--- config.mk ---
export PLATFORM = sky130hd
export DESIGN_NAME = watchdog_timer_unit
export DESIGN_NICKNAME = d
export VERILOG_FILES = /design/src/rtl/watchdog_timer_pkg.sv /design/src/rtl/watchdog_timer_unit.sv
export SDC_FILE = /design/constraint.sdc
export NUM_CORES = 1
export LEC_CHECK = 0
export BUFFER_PORTS_ARGS = -buffer_cell sky130_fd_sc_hd__buf_2
export CELL_PAD_IN_SITES_DETAIL_PLACEMENT = 0
export CELL_PAD_IN_SITES_GLOBAL_PLACEMENT = 1
export CORE_ASPECT_RATIO = 1.75
export CORE_UTILIZATION = 34
export DETAILED_ROUTE_END_ITERATION = 8
export GPL_ROUTABILITY_DRIVEN = 0
export PLACE_DENSITY = 0.81
export SLEW_MARGIN = 40
export SYNTH_ARGS = -nofsm -noshare
export SYNTH_HDL_FRONTEND = slang
export SYNTH_SLANG_ARGS = --single-unit
--- constraint.sdc ---
create_clock -name mclk_i -period 2.6 [get_ports mclk_i]
set_input_delay 0.52 -clock mclk_i [delete_from_list [all_inputs] [get_ports mclk_i]]
set_output_delay 0.52 -clock mclk_i [all_outputs]
set_load 0.01 [all_outputs]
--- src/rtl/watchdog_timer_pkg.sv ---
/*
 Constants for the watchdog timer unit: register byte addresses, control
 field positions, reset values, prescaler codes and timing figures.
 Assumes a 32-bit register port and a 32.768 kHz low-power oscillator.
*/
package watchdog_timer_pkg;

    // Register port widths.
    localparam int ADDR_W = 32;
    localparam int DATA_W = 32;
    localparam int CNT_W  = 16;

    // Register byte addresses.
    localparam logic [ADDR_W-1:0] RELOAD_ADDR  = 32'hffff0360;
    localparam logic [ADDR_W-1:0] COUNT_ADDR   = 32'hffff0364;
    localparam logic [ADDR_W-1:0] CONTROL_ADDR = 32'hffff0368;
    localparam logic [ADDR_W-1:0] CLEAR_ADDR   = 32'hffff036c;

    // Reset values.
    localparam logic [CNT_W-1:0] RELOAD_RST  = 16'h0040;
    localparam logic [CNT_W-1:0] COUNT_RST   = 16'h0040;
    localparam logic [CNT_W-1:0] CONTROL_RST = 16'h0000;

    // Control register field positions.
    localparam int CTRL_UP_BIT       = 8;
    localparam int CTRL_EN_BIT       = 7;
    localparam int CTRL_PERIODIC_BIT = 6;
    localparam int CTRL_WDT_BIT      = 5;
    localparam int CTRL_PRE_HI       = 3;
    localparam int CTRL_PRE_LO       = 2;
    localparam int CTRL_IRQ_SEL_BIT  = 1;
    localparam int CTRL_PD_STOP_BIT  = 0;

    // Writable control bits; bits 15 to 9 and 4 are reserved and read as zero.
    localparam logic [CNT_W-1:0] CTRL_MASK = 16'h01ef;

    // Prescaler select codes and the last prescaler count for divide-by-16 and divide-by-256.
    localparam logic [1:0] PRE_DIV1   = 2'h0;
    localparam logic [1:0] PRE_DIV16  = 2'h1;
    localparam logic [1:0] PRE_DIV256 = 2'h2;
    localparam int         PRE_W      = 8;
    localparam logic [PRE_W-1:0] PRE_LAST16  = 8'h0f;
    localparam logic [PRE_W-1:0] PRE_LAST256 = 8'hff;

    // Counter end points.
    localparam logic [CNT_W-1:0] CNT_ZERO = 16'h0000;
    localparam logic [CNT_W-1:0] CNT_FULL = 16'hffff;

    // Timing figures.
    localparam int LP_OSC_HZ         = 32768;
    localparam int MCLK_HZ           = 100_000_000;
    localparam int WDT_MAX_TIMEOUT_S = ((2 ** CNT_W) * 256) / LP_OSC_HZ;

endpackage

--- src/rtl/watchdog_timer_unit.sv ---
/*
 Watchdog timer unit: a 16-bit reload timer that serves either as a general
 timer with a sticky interrupt or as a locked watchdog that resets the core or, with control bit one set, raises the interrupt.
 Assumes a register master on mclk_i, a free-running low-power oscillator
 pin, a debug-halt level from another domain and a power-down level on mclk_i.
*/
// Implementation choice: the address-and-strobe port.
// Function
// RULE1 - Two modes: normal timer and watchdog
// RULE2 - Overflow reloads count from reload register (a non-periodic normal-mode timer wraps to the opposite end point instead)
// RULE3 - Clocked by 32.768 kHz, divide 1/16/256
// RULE4 - Normal mode acts as 16-bit general timer
// RULE5 - Control bit five enters watchdog mode
// RULE6 - Watchdog counts down from reload to zero
// RULE7 - Longest timeout is 512 seconds
// RULE8 - Software avoids timeouts shorter than 30 ms
// RULE9 - Zero count gives reset or interrupt
// RULE10 - Clear write reloads, starting new timeout
// RULE11 - Watchdog mode locks reload and control
// RULE12 - Non power-on resets keep watchdog running
// RULE13 - Software configures watchdog at startup
// RULE14 - Counter pauses while debugger holds core
// RULE15 - Bit zero stops counting in power-down
// RULE16 - Normal mode clear write drops interrupt
// RULE17 - Reload and count are 16-bit, count read-only
// RULE18 - Control bits 3:2 pick prescaler
// RULE19 - Bit one picks interrupt instead of reset
// RULE20 - Bits 8,7,6: direction, enable, periodic
// RULE21 - Normal interrupt stays until clear write
`timescale 1ns/1ps

module watchdog_timer_unit #(
    parameter int CNT_WIDTH = watchdog_timer_pkg::CNT_W
) (
    // Clock and resets.
    input  wire logic                                 mclk_i,
    input  wire logic                                 sys_rst_i,
    input  wire logic                                 core_rst_i,
    // Register port.
    input  wire logic [watchdog_timer_pkg::ADDR_W-1:0] reg_addr_i,
    input  wire logic [watchdog_timer_pkg::DATA_W-1:0] reg_wdata_i,
    input  wire logic                                 reg_wr_i,
    input  wire logic                                 reg_rd_i,
    output logic      [watchdog_timer_pkg::DATA_W-1:0] reg_rdata_o,
    // Timing source and system levels.
    input  wire logic                                 lp_osc_i,
    input  wire logic                                 debug_halt_i,
    input  wire logic                                 periph_powerdown_i,
    // Events out.
    output logic                                      timer_irq_o,
    output logic                                      wdt_core_reset_o
);
    import watchdog_timer_pkg::*;

    // Control register fields.
    logic                 ctrl_up_reg;
    logic                 ctrl_en_reg;
    logic                 ctrl_periodic_reg;
    logic                 wdt_mode_reg;
    logic [1:0]           ctrl_pre_reg;
    logic                 ctrl_irq_sel_reg;
    logic                 stop_in_powerdown_reg;

    // Counter state.
    logic [CNT_WIDTH-1:0] reload_reg;
    logic [CNT_WIDTH-1:0] count_reg;
    logic [CNT_WIDTH-1:0] count_next;
    logic [PRE_W-1:0]     pre_cnt_reg;
    logic                 irq_reg;
    logic                 core_reset_reg;
    logic [DATA_W-1:0]    rdata_reg;

    // Synchronisers and edge detection.
    logic                 osc_meta_reg;
    logic                 osc_sync_reg;
    logic                 osc_prev_reg;
    logic                 dbg_meta_reg;
    logic                 dbg_sync_reg;

    // Decoded strobes and qualifiers.
    logic                 wr_reload;
    logic                 wr_control;
    logic                 wr_clear;
    logic                 osc_rise;
    logic                 running;
    logic                 frozen;
    logic                 pre_wrap;
    logic                 count_tick;
    logic                 terminal;
    logic                 wdt_expire;
    logic                 soft_reset;
    logic [CNT_WIDTH-1:0] ctrl_read;

    // Write decode; one helper keeps all address compares alike.
    function automatic logic addr_hit(input logic [ADDR_W-1:0] addr,
                                      input logic [ADDR_W-1:0] target);
        addr_hit = (addr == target);
    endfunction

    // True on the last prescaler count for the selected division.
    function automatic logic pre_is_last(input logic [1:0]       sel,
                                         input logic [PRE_W-1:0] cnt);
        logic last;
        last = 1'b0;
        unique case (sel)
            PRE_DIV1:   last = 1'b1;
            PRE_DIV16:  last = (cnt[3:0] == PRE_LAST16[3:0]);
            PRE_DIV256: last = (cnt == PRE_LAST256);
            default:    last = 1'b0;
        endcase
        pre_is_last = last;
    endfunction

    // The reload and control registers take no writes once watchdog mode is on.
    assign wr_reload  = reg_wr_i & addr_hit(reg_addr_i, RELOAD_ADDR) & ~wdt_mode_reg;  // RULE11
    assign wr_control = reg_wr_i & addr_hit(reg_addr_i, CONTROL_ADDR) & ~wdt_mode_reg; // RULE11
    assign wr_clear   = reg_wr_i & addr_hit(reg_addr_i, CLEAR_ADDR);

    // A core reset only touches the timer while it is not a watchdog.
    assign soft_reset = core_rst_i & ~wdt_mode_reg; // RULE12

    // The oscillator pin is asynchronous, so it is synchronised before use.
    always_ff @(posedge mclk_i) begin
        if (sys_rst_i) begin
            osc_meta_reg <= 1'b0;
            osc_sync_reg <= 1'b0;
            osc_prev_reg <= 1'b0;
        end else begin
            osc_meta_reg <= lp_osc_i;
            osc_sync_reg <= osc_meta_reg;
            osc_prev_reg <= osc_sync_reg;
        end
    end

    // The debug halt comes from the debug port domain.
    always_ff @(posedge mclk_i) begin
        if (sys_rst_i) begin
            dbg_meta_reg <= 1'b0;
            dbg_sync_reg <= 1'b0;
        end else begin
            dbg_meta_reg <= debug_halt_i;
            dbg_sync_reg <= dbg_meta_reg;
        end
    end

    // Only low-power oscillator edges advance the timer.
    assign osc_rise = osc_sync_reg & ~osc_prev_reg; // RULE3

    // Watchdog mode runs on its own; normal mode follows the enable bit.
    assign running = wdt_mode_reg | ctrl_en_reg; // RULE1 RULE20

    // Debug access and an optional power-down stop hold both counters.
    assign frozen = dbg_sync_reg                                 // RULE14
                  | (stop_in_powerdown_reg & periph_powerdown_i); // RULE15

    assign pre_wrap   = pre_is_last(ctrl_pre_reg, pre_cnt_reg); // RULE18
    assign count_tick = osc_rise & running & ~frozen & pre_wrap;

    // Down counting ends at zero, up counting at full scale.
    assign terminal = (wdt_mode_reg | ~ctrl_up_reg) ? (count_reg == CNT_ZERO) // RULE6
                                                    : (count_reg == CNT_FULL);

    assign wdt_expire = count_tick & terminal & wdt_mode_reg; // RULE9

    // Prescaler: a reserved select never wraps, so the count stands still.
    always_ff @(posedge mclk_i) begin
        if (sys_rst_i || soft_reset || wr_control) begin
            pre_cnt_reg <= '0;
        end else if (osc_rise && running && !frozen) begin
            pre_cnt_reg <= pre_wrap ? '0 : pre_cnt_reg + 1'b1; // RULE3 RULE18
        end
    end

    // Control fields; only a power-on reset can leave watchdog mode.
    always_ff @(posedge mclk_i) begin
        if (sys_rst_i || soft_reset) begin
            ctrl_up_reg           <= CONTROL_RST[CTRL_UP_BIT];
            ctrl_en_reg           <= CONTROL_RST[CTRL_EN_BIT];
            ctrl_periodic_reg     <= CONTROL_RST[CTRL_PERIODIC_BIT];
            wdt_mode_reg          <= CONTROL_RST[CTRL_WDT_BIT];
            ctrl_pre_reg          <= CONTROL_RST[CTRL_PRE_HI:CTRL_PRE_LO];
            ctrl_irq_sel_reg      <= CONTROL_RST[CTRL_IRQ_SEL_BIT];
            stop_in_powerdown_reg <= CONTROL_RST[CTRL_PD_STOP_BIT];
        end else if (wr_control) begin
            ctrl_up_reg           <= reg_wdata_i[CTRL_UP_BIT];        // RULE20
            ctrl_en_reg           <= reg_wdata_i[CTRL_EN_BIT];        // RULE20
            ctrl_periodic_reg     <= reg_wdata_i[CTRL_PERIODIC_BIT];  // RULE20
            wdt_mode_reg          <= reg_wdata_i[CTRL_WDT_BIT];       // RULE5
            ctrl_pre_reg          <= reg_wdata_i[CTRL_PRE_HI:CTRL_PRE_LO];
            ctrl_irq_sel_reg      <= reg_wdata_i[CTRL_IRQ_SEL_BIT];   // RULE19
            stop_in_powerdown_reg <= reg_wdata_i[CTRL_PD_STOP_BIT];   // RULE15
        end
    end

    // Reload value.
    always_ff @(posedge mclk_i) begin
        if (sys_rst_i || soft_reset) begin
            reload_reg <= RELOAD_RST;
        end else if (wr_reload) begin
            reload_reg <= reg_wdata_i[CNT_WIDTH-1:0]; // RULE17
        end
    end

    // Next count after a tick. In periodic mode an overflow reloads; a
    // free-running timer wraps through the opposite end point instead.
    always_comb begin
        count_next = count_reg;
        if (wdt_mode_reg) begin
            count_next = terminal ? reload_reg : count_reg - 1'b1; // RULE6 RULE2
        end else if (terminal) begin
            if (ctrl_periodic_reg) begin
                count_next = reload_reg; // RULE2 RULE4
            end else begin
                count_next = ctrl_up_reg ? CNT_ZERO : CNT_FULL; // RULE4
            end
        end else begin
            count_next = ctrl_up_reg ? count_reg + 1'b1 : count_reg - 1'b1; // RULE20
        end
    end

    // Count register. A refresh in watchdog mode restarts the timeout, and
    // entering watchdog mode starts the first timeout from the reload value.
    // A full-scale reload at divide-by-256 lasts 65536 x 256 oscillator
    // periods, the longest timeout the unit can give.
    always_ff @(posedge mclk_i) begin
        if (sys_rst_i || soft_reset) begin
            count_reg <= COUNT_RST;
        end else if (wr_clear && wdt_mode_reg) begin
            count_reg <= reload_reg; // RULE10
        end else if (wr_reload) begin
            count_reg <= reg_wdata_i[CNT_WIDTH-1:0];
        end else if (wr_control && reg_wdata_i[CTRL_WDT_BIT]) begin
            count_reg <= reload_reg; // RULE5 RULE7
        end else if (count_tick) begin
            count_reg <= count_next;
        end
    end

    // Sticky interrupt: a terminal count in normal mode, or an expiry with
    // the interrupt option in watchdog mode. A clear write drops it, but an
    // event in the same cycle wins so that it is never lost.
    always_ff @(posedge mclk_i) begin
        if (sys_rst_i || soft_reset) begin
            irq_reg <= 1'b0;
        end else if (count_tick && terminal && (!wdt_mode_reg || ctrl_irq_sel_reg)) begin
            irq_reg <= 1'b1; // RULE9 RULE19 RULE21
        end else if (wr_clear) begin
            irq_reg <= 1'b0; // RULE16 RULE21
        end
    end

    // Expiry without the interrupt option pulses the core reset for one
    // cycle. The core reset it causes does not disturb the watchdog.
    always_ff @(posedge mclk_i) begin
        if (sys_rst_i) begin
            core_reset_reg <= 1'b0;
        end else begin
            core_reset_reg <= wdt_expire & ~ctrl_irq_sel_reg; // RULE9 RULE19
        end
    end

    // Control readback with reserved bits as zero.
    always_comb begin
        ctrl_read                    = '0;
        ctrl_read[CTRL_UP_BIT]       = ctrl_up_reg;
        ctrl_read[CTRL_EN_BIT]       = ctrl_en_reg;
        ctrl_read[CTRL_PERIODIC_BIT] = ctrl_periodic_reg;
        ctrl_read[CTRL_WDT_BIT]      = wdt_mode_reg;
        ctrl_read[CTRL_PRE_HI:CTRL_PRE_LO] = ctrl_pre_reg;
        ctrl_read[CTRL_IRQ_SEL_BIT]  = ctrl_irq_sel_reg;
        ctrl_read[CTRL_PD_STOP_BIT]  = stop_in_powerdown_reg;
    end

    // Read data stand for exactly one cycle after the strobe. The clear
    // register and unmapped addresses read as zero.
    always_ff @(posedge mclk_i) begin
        if (sys_rst_i || core_rst_i) begin
            rdata_reg <= '0;
        end else if (reg_rd_i) begin
            rdata_reg <= '0;
            if (addr_hit(reg_addr_i, RELOAD_ADDR)) begin
                rdata_reg[CNT_WIDTH-1:0] <= reload_reg;
            end else if (addr_hit(reg_addr_i, COUNT_ADDR)) begin
                rdata_reg[CNT_WIDTH-1:0] <= count_reg; // RULE17
            end else if (addr_hit(reg_addr_i, CONTROL_ADDR)) begin
                rdata_reg[CNT_WIDTH-1:0] <= ctrl_read & CTRL_MASK[CNT_WIDTH-1:0];
            end
        end else begin
            rdata_reg <= '0;
        end
    end

    assign reg_rdata_o      = rdata_reg;
    assign timer_irq_o      = irq_reg;
    assign wdt_core_reset_o = core_reset_reg;

endmodule

==> results of run 1 <==
## placed cells by master (no fill, tap or decap), types with 12 or more instances in the layout
master / n
buf_2: 73
nor2_1: 74
nor3_1: 12
mux2i_1: 24
a31oi_1: 16
conb_1: 16
a21oi_1: 56
nand3_1: 13
nand2_1: 64
dfxtp_1: 71
buf_4: 36
o21ai_0: 39
## final timing paths
path	from	depth (start not counted)	slack, ns	to
max	count_reg[0]	9	0.16	count_reg[0]
min	lp_osc_i	2	0.40	osc_meta_reg
min reg2reg	dbg_meta_reg	1	0.43	dbg_sync_reg
max reg2reg	count_reg[0]	9	0.16	count_reg[0]
## routing by layer
| metal | global-route usage [%] | vias to the layer above |
|---|---|---|
| met2 | 37.8 | 150 |
| li1 | - | 2046 |
| met1 | 22.8 | 2002 |
| met4 | 9.15 | 0 |
| met5 | 0 | - |
| met3 | 3.43 | 26 |
## area by class of cell
type                       count  area [um^2]  area share (%)
tap                          135          169            3.41
inverter                       8         30.0           0.606
multi-input combinational    426         2420            48.8
timing repair buffer         110          656            13.2
sequential                    71         1420            28.7
clock inverter                 1         5.00           0.101
clock buffer                  13          260            5.25
## cell families after synthesis
kind of cell,count (synthesis),synth area share [%]
fa+ha+maj,4,1.23
other cells,1,0.0919
xor+xnor,20,4.29
mux,24,5.89
flops,71,34.8
simple gates,220,25.9
buf+inv,58,7.48
compound gates,142,20.3
## synth_stat cells, types with 2 or more instances
| cell | instances | area, um^2 |
|---|---|---|
| a211oi_1 | 4 | 30.0 |
| a21o_1 | 2 | 15.0 |
| a21oi_1 | 56 | 280 |
| a22oi_1 | 4 | 30.0 |
| a31oi_1 | 16 | 100 |
| a32oi_1 | 5 | 43.8 |
| and2_1 | 3 | 18.8 |
| and3_1 | 11 | 68.8 |
| buf_1 | 3 | 11.3 |
| buf_2 | 4 | 20.0 |
| buf_4 | 18 | 135 |
| buf_6 | 2 | 22.5 |
| clkbuf_1 | 23 | 86.3 |
| dfxtp_1 | 71 | 1420 |
| ha_1 | 4 | 50.1 |
| inv_1 | 8 | 30.0 |
| mux2i_1 | 24 | 240 |
| nand2_1 | 64 | 240 |
| nand2b_1 | 3 | 18.8 |
| nand3_1 | 13 | 65.1 |
| nand3_2 | 2 | 20.0 |
| nand4_1 | 10 | 62.6 |
| nand4b_1 | 2 | 17.5 |
| nor2_1 | 75 | 282 |
| nor2b_1 | 8 | 50.1 |
| nor3_1 | 13 | 65.1 |
| nor4_1 | 4 | 25.0 |
| o211ai_1 | 4 | 30.0 |
| o21ai_0 | 39 | 195 |
| o22ai_1 | 2 | 12.5 |
| o2bb2ai_1 | 2 | 17.5 |
| xnor2_1 | 11 | 96.3 |
| xor2_1 | 9 | 78.8 |
## power breakdown
group / switching (mW) / leakage, nW / internal (mW)
clock: 0.434 / 0.132 / 0.685
sequential: 0.00101 / 0.573 / 1.09
combinational: 0.0758 / 1.30 / 0.0513
total: 0.510 / 2.00 / 1.83
## through the flow
stage | hold slack, ns | utilization [%] | worst slack (ns) | power (mW)
floorplan | 0.414 | - | 0.0845 | 1.19
global placement | 0.421 | 40.2 | -0.0678 | 1.24
detailed placement | 0.424 | 40.2 | -0.0988 | 1.24
CTS | 0.394 | 42.5 | 0.0945 | 2.36
global route | 0.423 | 42.6 | 0.0849 | 2.41
finish | 0.400 | 42.6 | 0.161 | 2.34
## timing repair
item / 4_1_cts / 5_1_grt
setup endpoints to repair: 0 / 5
gates resized for setup: 0 / 1
hold buffers: 0 / 0
==> results.yml, run 1 <==
outcome:
  status: "complete, but fails checks"
  violations: "DRC"
cells_and_area:
  nets: 702
  fillers: 1228
  fin_cells: 764
  drive_above_1_share_pct: 21.1
  synthToLayoutAreaGrowth_pct: 21.6
  final_area_mm2: 0.00496
  diodes: 0
sta:
  fin_skew_ns: 0.00718
  tns_ns: 0
  max_slew.worst_pin.slew_ns: 0.860
  slew_viol_final: 0
  hold_violations: 0
  min_period_ns: 2.44
  setup_violations: 0
  finalCritPeriodShare_pct: 93.8
  slew_headroom_pct: 42.7
  fmax_mhz: 410
  rsz0062_at_grt: "false"
worst_setup_path:
  cpMaxStageDelayCell: "dfxtp_1"
  cp-start-kind: "register"
  slowest_delay_ns: 0.43
  path_common_cell: "a21oi_1"
  arrival_ns: 2.66
  worstPathCellList: "ha_1 > nand3b_1 > nor3_2 > buf_4 > a32oi_1 > o32ai_1 > a21oi_1 > a21oi_1 > a21oi_1"
  end_kind: "register"
  critPathMaxFanout: 6
  path_delay_family: "compound AO/OA/AOI/OAI gates"
  critical_path_required_ns: 2.82
  crit_type: "register to register"
  critical_path_buf_inv_count: 1
floorplan:
  core-area_mm2: 0.0116
  dieArea_mm2: 0.0125
  dieHeight_um: 147
  fp.dieW_um: 84.8
  row_count: 52
  ios: 106
  start_util_pct: 35.0
routing:
  dr.pass1.iters: 8
  highest_layer: "met4"
  vias: 4224
  ant_nets: 0
  routed_wl_um: 12500
  dr.first_iter.drc_count: 314
  drcViolationCount: 4
  route.met2.wl_um: 6640
  post_drt_wl_per_cell_um: 16.3
  wl_met1_um: 4920
  met3_length_um: 569
  drt-vias-per-instance: 5.53
yosys:
  synth_cells: 540
  synth-seq-area-share_pct: 34.8
  synth-edff-count: 0
  yosysWarnings: 0
  synth_async_sr_flop_share_pct: 0
  synth-main-ff-cell: "dfxtp_1"
  syn-cell-area_mm2: 0.00408
  postSynthAreaPerCell_um2: 7.55
  synth_seq_cells: 71
  yosysUniqueCellTypes: 54
clock_network:
  cts.clk_slew.worst_paths_ns: 0.05
  cts-root-buf: "clkbuf_16"
  numCtsBuffers: 9
  cts_tree: "done"
  clk_latency_ns: 0.34
  cts_sinks: 71
  clockBufferDepth: 2
  cts_setup_buffers: 0
  htreeDepth: 3
placement:
  placed_cell_area_mm2: 0.00469
  hpwl_um: 9400
  dp.cells: 750
  numPortBuffers: 73
min_path:
  hold_class: "input pin to register"
global_route:
  grtUsageTotal_pct: 20.6
  grt_pass1_wl_um: 20100
  grt_max_degree: 28
  first_global_vias: 4056
  antenna_found_initial: 0
  grt-ovfl-total: 0
power_and_ir_drop:
  powerDensity_mw_per_mm2: 472
  p_leak_nw: 2.00
  peakVddDrop_mv: 0.295
run:
  maxCapViolations: 0
Power figures use the tool's default switching activity.
==> run 2, diff against run 1 <==
GPL_TIMING_DRIVEN = 0   (was not set)
clock period = 2.2 ns   (was 2.6 ns; I/O delays follow)
==> run 2 against run 1 <==
The run still ends with DRC left; largest cell class unchanged; worst hold slack worse by 0.079 ns; setup slack worse by 0.14 ns; wire length up 16%; combinational power up 46%.
==> results.yml, run 2 (synthesized netlist as in run 1, its figures left out) <==
routing:
  dr.pass1.iters: 7
  vias: 4437
  drcViolationCount: 5
  post_drt_wl_per_cell_um: 18.3
  routed_wl_um: 14500
  ant_nets: 0
  dr.first_iter.drc_count: 306
  drt-vias-per-instance: 5.61
worst_setup_path:
  path_common_cell: "buf_6"
  critPathMaxFanout: 4
  arrival_ns: 2.38
  r2r_setup_slack_ns: 0.05
  end_kind: "register"
  cp-start-kind: "input pin"
  path_delay_family: "simple AND/OR/NAND/NOR gates"
  critical_path_required_ns: 2.40
  crit_type: "input pin to register"
  cpMaxStageDelayCell: "or4_4"
  critical_path_buf_inv_count: 2
  worstPathCellList: "buf_6 > or4_4 > nor4_4 > nand3_2 > or2_4 > and2_4 > buf_6 > a22oi_2 > o22ai_1"
  slowest_delay_ns: 0.54
floorplan:
  fp.dieW_um: 84.8
  dieHeight_um: 147
  row_count: 52
  ios: 106
  start_util_pct: 35.0
  dieArea_mm2: 0.0125
  core-area_mm2: 0.0116
sta:
  slew_viol_final: 0
  setup_violations: 0
  finalCritPeriodShare_pct: 98.9
  hold_violations: 0
  rsz0062_at_grt: "true"
  max_slew.worst_pin.slew_ns: 0.748
  min_period_ns: 2.17
  slew_headroom_pct: 50.1
  hold_slack_ns: 0.321
  setup_slack_ns: 0.0253
  fin_skew_ns: 0.00687
  fmax_mhz: 460
power_and_ir_drop:
  peakVddDrop_mv: 0.455
  power.total_mw: 3.28
  powerDensity_mw_per_mm2: 594
  p_leak_nw: 2.25
cells_and_area:
  multi_input_comb_area_mm2: 0.00261
  drive_above_1_share_pct: 28.4
  fillers: 1177
  diodes: 0
  synthToLayoutAreaGrowth_pct: 35.5
  layout_common_cells: "nor2_1, buf_2, dfxtp_1"
  fin_cells: 791
  nets: 727
  regArea_mm2: 0.00143
clock_network:
  cts-root-buf: "clkbuf_16"
  clockBufferDepth: 2
  numCtsBuffers: 9
  htreeDepth: 3
  cts_sinks: 71
  clk_latency_ns: 0.34
  cts.clk_slew.worst_paths_ns: 0.06
  cts_tree: "done"
  ctsHoldBuffers: 0
run:
  maxCapViolations: 0
placement:
  numPortBuffers: 72
  dp.cells: 763
  dp_slack_ns: -0.680
  hpwl_um: 10300
global_route:
  grt_pass1_wl_um: 22300
  first_global_vias: 4307
  grt-ovfl-total: 0
  grtUsageTotal_pct: 23.5
  grt_max_degree: 14
  antenna_found_initial: 0
outcome:
  violations: "DRC"
  status: "complete, but fails checks"
min_path:
  hold_class: "input pin to register"
run 2: cell count changes in the layout (fill, tap and decap cells not counted), sizes merged:
| cell | before | now |
|---|---|---|
| buf | 110 | 120 |
| bufinv | 0 | 4 |
| clkbuf | 13 | 23 |
| clkinv | 1 | 2 |
| clkinvlp | 0 | 1 |
| nand3 | 15 | 16 |
run 2: final timing paths:
kind                                startpoint       endpoint  cells past startpoint
worst max-delay path            reg_addr_i[14]  count_reg[15]                      9
worst min register to register    osc_meta_reg   osc_sync_reg                      1
worst max register to register    wdt_mode_reg  count_reg[14]                      9
worst min-delay path                  lp_osc_i   osc_meta_reg                      2
run 2: timing repair:
action                                 4_1_cts  5_1_grt
resized for setup                           41       36
endpoints found under the hold margin        0        0
pin swaps                                   15       12
setup endpoints to repair                   37       46
cloned                                       2        2
buffers inserted                            15        4
run 2: power breakdown:
part	internal (mW)	total, mW	leakage, nW	switching [mW]
Combinational	0.0796	0.186	1.50	0.106
Sequential	1.29	1.29	0.575	0.00115
Clock	1.23	1.81	0.176	0.582
Total	2.59	3.28	2.25	0.690
run 2: metal layers:
metal / routed length, um / track usage, % / up-vias / share of wire, %
met5: 0 / 0 / - / 0
met4: 775 / 15.2 / 0 / 5.4
met3: 827 / 4.27 / 43 / 5.7
met2: 7620 / 42.0 / 192 / 53
met1: 5230 / 24.9 / 2098 / 36
li1: - / - / 2104 / -
run 2: stage by stage:
step                TNS, ns  utilization (%)  area [um^2]
floorplan             -2.98                -         4180
global placement     -23.88             40.4         4710
detailed placement   -23.88             40.5         4720
CTS                  -0.540             46.2         5390
global route         -0.162             47.4         5530
finish                    0             47.4         5530
run 2: cell type report:
cell class,instances,area share [%]
plain buffers,40,5.43
clock inverters,7,2.63
inverters,8,0.543
well taps,135,3.06
clock buffers,9,4.08
multi-input cells,427,47.3
repair buffers,94,11.1
flip-flops and latches,71,25.9
==> run 3, diff against run 2 <==
REMOVE_ABC_BUFFERS = 1   (was not set)
==> run 3 against run 2 <==
The flow finishes with violations (DRC, setup timing); die area did not move; flip-flop and latch count did not move; wire length fell by 12%; utilization fell by 4.6 points; fmax fell by 1.2%; power fell by 12%; worst hold slack got worse by 0.0080 ns; global-route usage fell by 2.5 points; critical endpoint is now count_reg[6]; largest cell class unchanged.
==> results.yml, run 3 (synthesized netlist as in run 1, its figures left out) <==
power_and_ir_drop:
  peakVddDrop_mv: 0.371
  pwr-share-seq_pct: 44.7
  power.total_mw: 2.89
  p_clk_share_pct: 50.0
  powerDensity_mw_per_mm2: 578
  p_sw_share_pct: 21.8
  power_switching_mw: 0.631
  p_leak_nw: 1.97
  power.internal_mw: 2.26
  comb_power_share_pct: 5.3
clock_network:
  cts.clk_slew.worst_paths_ns: 0.05
  cts_tree: "done"
  cts-root-buf: "clkbuf_16"
  htreeDepth: 3
  cts_sinks: 71
  numCtsBuffers: 9
  clk_latency_ns: 0.34
  clockBufferDepth: 2
cells_and_area:
  final_area_mm2: 0.00499
  nets: 682
  drive_above_1_share_pct: 23.6
  synthToLayoutAreaGrowth_pct: 22.5
  fin_cells: 746
  fin_util_pct: 42.9
  final_common_cell: "nor2_1"
  layout_common_cells: "nor2_1, buf_2, dfxtp_1"
  diodes: 0
global_route:
  first_global_vias: 4112
  grt_pass1_wl_um: 20200
  grt-ovfl-total: 0
  grtUsageTotal_pct: 20.9
  grt_max_degree: 28
  antenna_found_initial: 0
sta:
  slew_headroom_pct: 46.2
  min_period_ns: 2.20
  setup_violations: 1
  max_slew.worst_pin.slew_ns: 0.805
  finalCritPeriodShare_pct: 100
  setup_slack_ns: -0.000572
  hold_violations: 0
  tns_ns: -0.000572
  hold_slack_ns: 0.313
  slew_viol_final: 0
  fmax_mhz: 454
  rsz0062_at_grt: "true"
  fin_skew_ns: 0.00475
worst_setup_path:
  slowest_delay_ns: 0.54
  crit_type: "input pin to register"
  r2r_setup_slack_ns: 0.09
  end_kind: "register"
  cpMaxStageDelayCell: "or4_4"
  r2r-end: "count_reg[0]"
  crit_end: "count_reg[6]"
  cp-start-kind: "input pin"
  path_depth: 8
  worstPathCellList: "buf_6 > or4_4 > nor4_4 > nand3_2 > or2_4 > nand2_4 > o21ai_0 > o31ai_1"
  critical_path_buf_inv_count: 1
  arrival_ns: 2.45
  startpoint: "reg_addr_i[14]"
  critPathMaxFanout: 16
  r2r_cells: 7
  path_delay_family: "simple AND/OR/NAND/NOR gates"
  critical_path_required_ns: 2.45
  r2r-start: "count_reg[11]"
floorplan:
  fp.dieW_um: 84.8
  start_util_pct: 35.0
  dieHeight_um: 147
  row_count: 52
  dieArea_mm2: 0.0125
  ios: 106
  core-area_mm2: 0.0116
routing:
  dr.first_iter.drc_count: 340
  ant_nets: 0
  dr.pass1.iters: 7
  routed_wl_um: 12700
  drt-vias-per-instance: 5.58
  vias: 4161
  drcViolationCount: 6
  post_drt_wl_per_cell_um: 17.1
placement:
  dp_slack_ns: -0.798
  numPortBuffers: 73
  hpwl_um: 8620
  placed_cell_area_mm2: 0.00443
  dp.cells: 715
outcome:
  status: "complete, but fails checks"
  violations: "DRC, setup timing"
run:
  maxCapViolations: 0
min_path:
  hold_class: "input pin to register"
-- run 3: cell types whose count changed in the layout (fill, tap and decap cells not counted), moves of 3 or more --
cell / delta
a21oi_1: +8
a21oi_2: -8
buf_12: -4
buf_2: -3
buf_4: -17
buf_6: -3
buf_8: -3
bufinv_16: -3
clkbuf_1: -6
clkbuf_2: -3
o21ai_0: +3
o21ai_1: -3
-- run 3: worst min-delay path by stage --
stage | slack, ns | end | cells after the start | startpoint
finish | 0.31 | osc_meta_reg | 2 | lp_osc_i
detailed placement | 0.44 | osc_sync_reg | 1 | osc_meta_reg
global route | 0.32 | osc_meta_reg | 2 | lp_osc_i
floorplan | 0.41 | dbg_sync_reg | 1 | dbg_meta_reg
CTS | 0.31 | osc_meta_reg | 2 | lp_osc_i
global placement | 0.43 | osc_sync_reg | 1 | osc_meta_reg
-- run 3: worst register-to-register path: stages, from the launching register on --
cell and delay [ns]:
dfxtp_1 0.39, nor4_1 0.44, nor2b_4 0.29, a32oi_2 0.25, o32ai_1 0.36, a21oi_1 0.07, a21oi_1 0.13, a21oi_1 0.08
-- run 3: power by group through the flow --
stage               clock, mW  combinational (mW)  sequential [mW]
CTS                      1.47               0.147             1.29
detailed placement          0               0.145             1.32
finish                   1.44               0.153             1.29
global placement            0               0.139             1.32
global route             1.55               0.165             1.29
floorplan                   0              0.0538             1.32
-- run 3: routing by layer --
layer	track usage [%]	wire length [um]	vias to the layer above
met5	0	0	-
met4	12.4	481	0
met3	3.76	577	38
met2	39.4	6930	155
met1	21.0	4740	1963
li1	-	-	2005
-- run 3: final cells by class --
type / instances / area (um^2)
multi-input cells: 428 / 2580
fillers: 1216 / 6650
repair buffers: 88 / 497
clock buffers: 13 / 250
inverters: 8 / 30.0
clock inverters: 3 / 42.5
flip-flops and latches: 71 / 1430
well taps: 135 / 169
-- run 3: what timing repair did --
action,in CTS,in global routing
gates cloned,2,0
hold buffers,0,0
pin swaps,5,8
gates resized for setup,19,22
setup endpoints to repair,48,43
buffers inserted,6,7
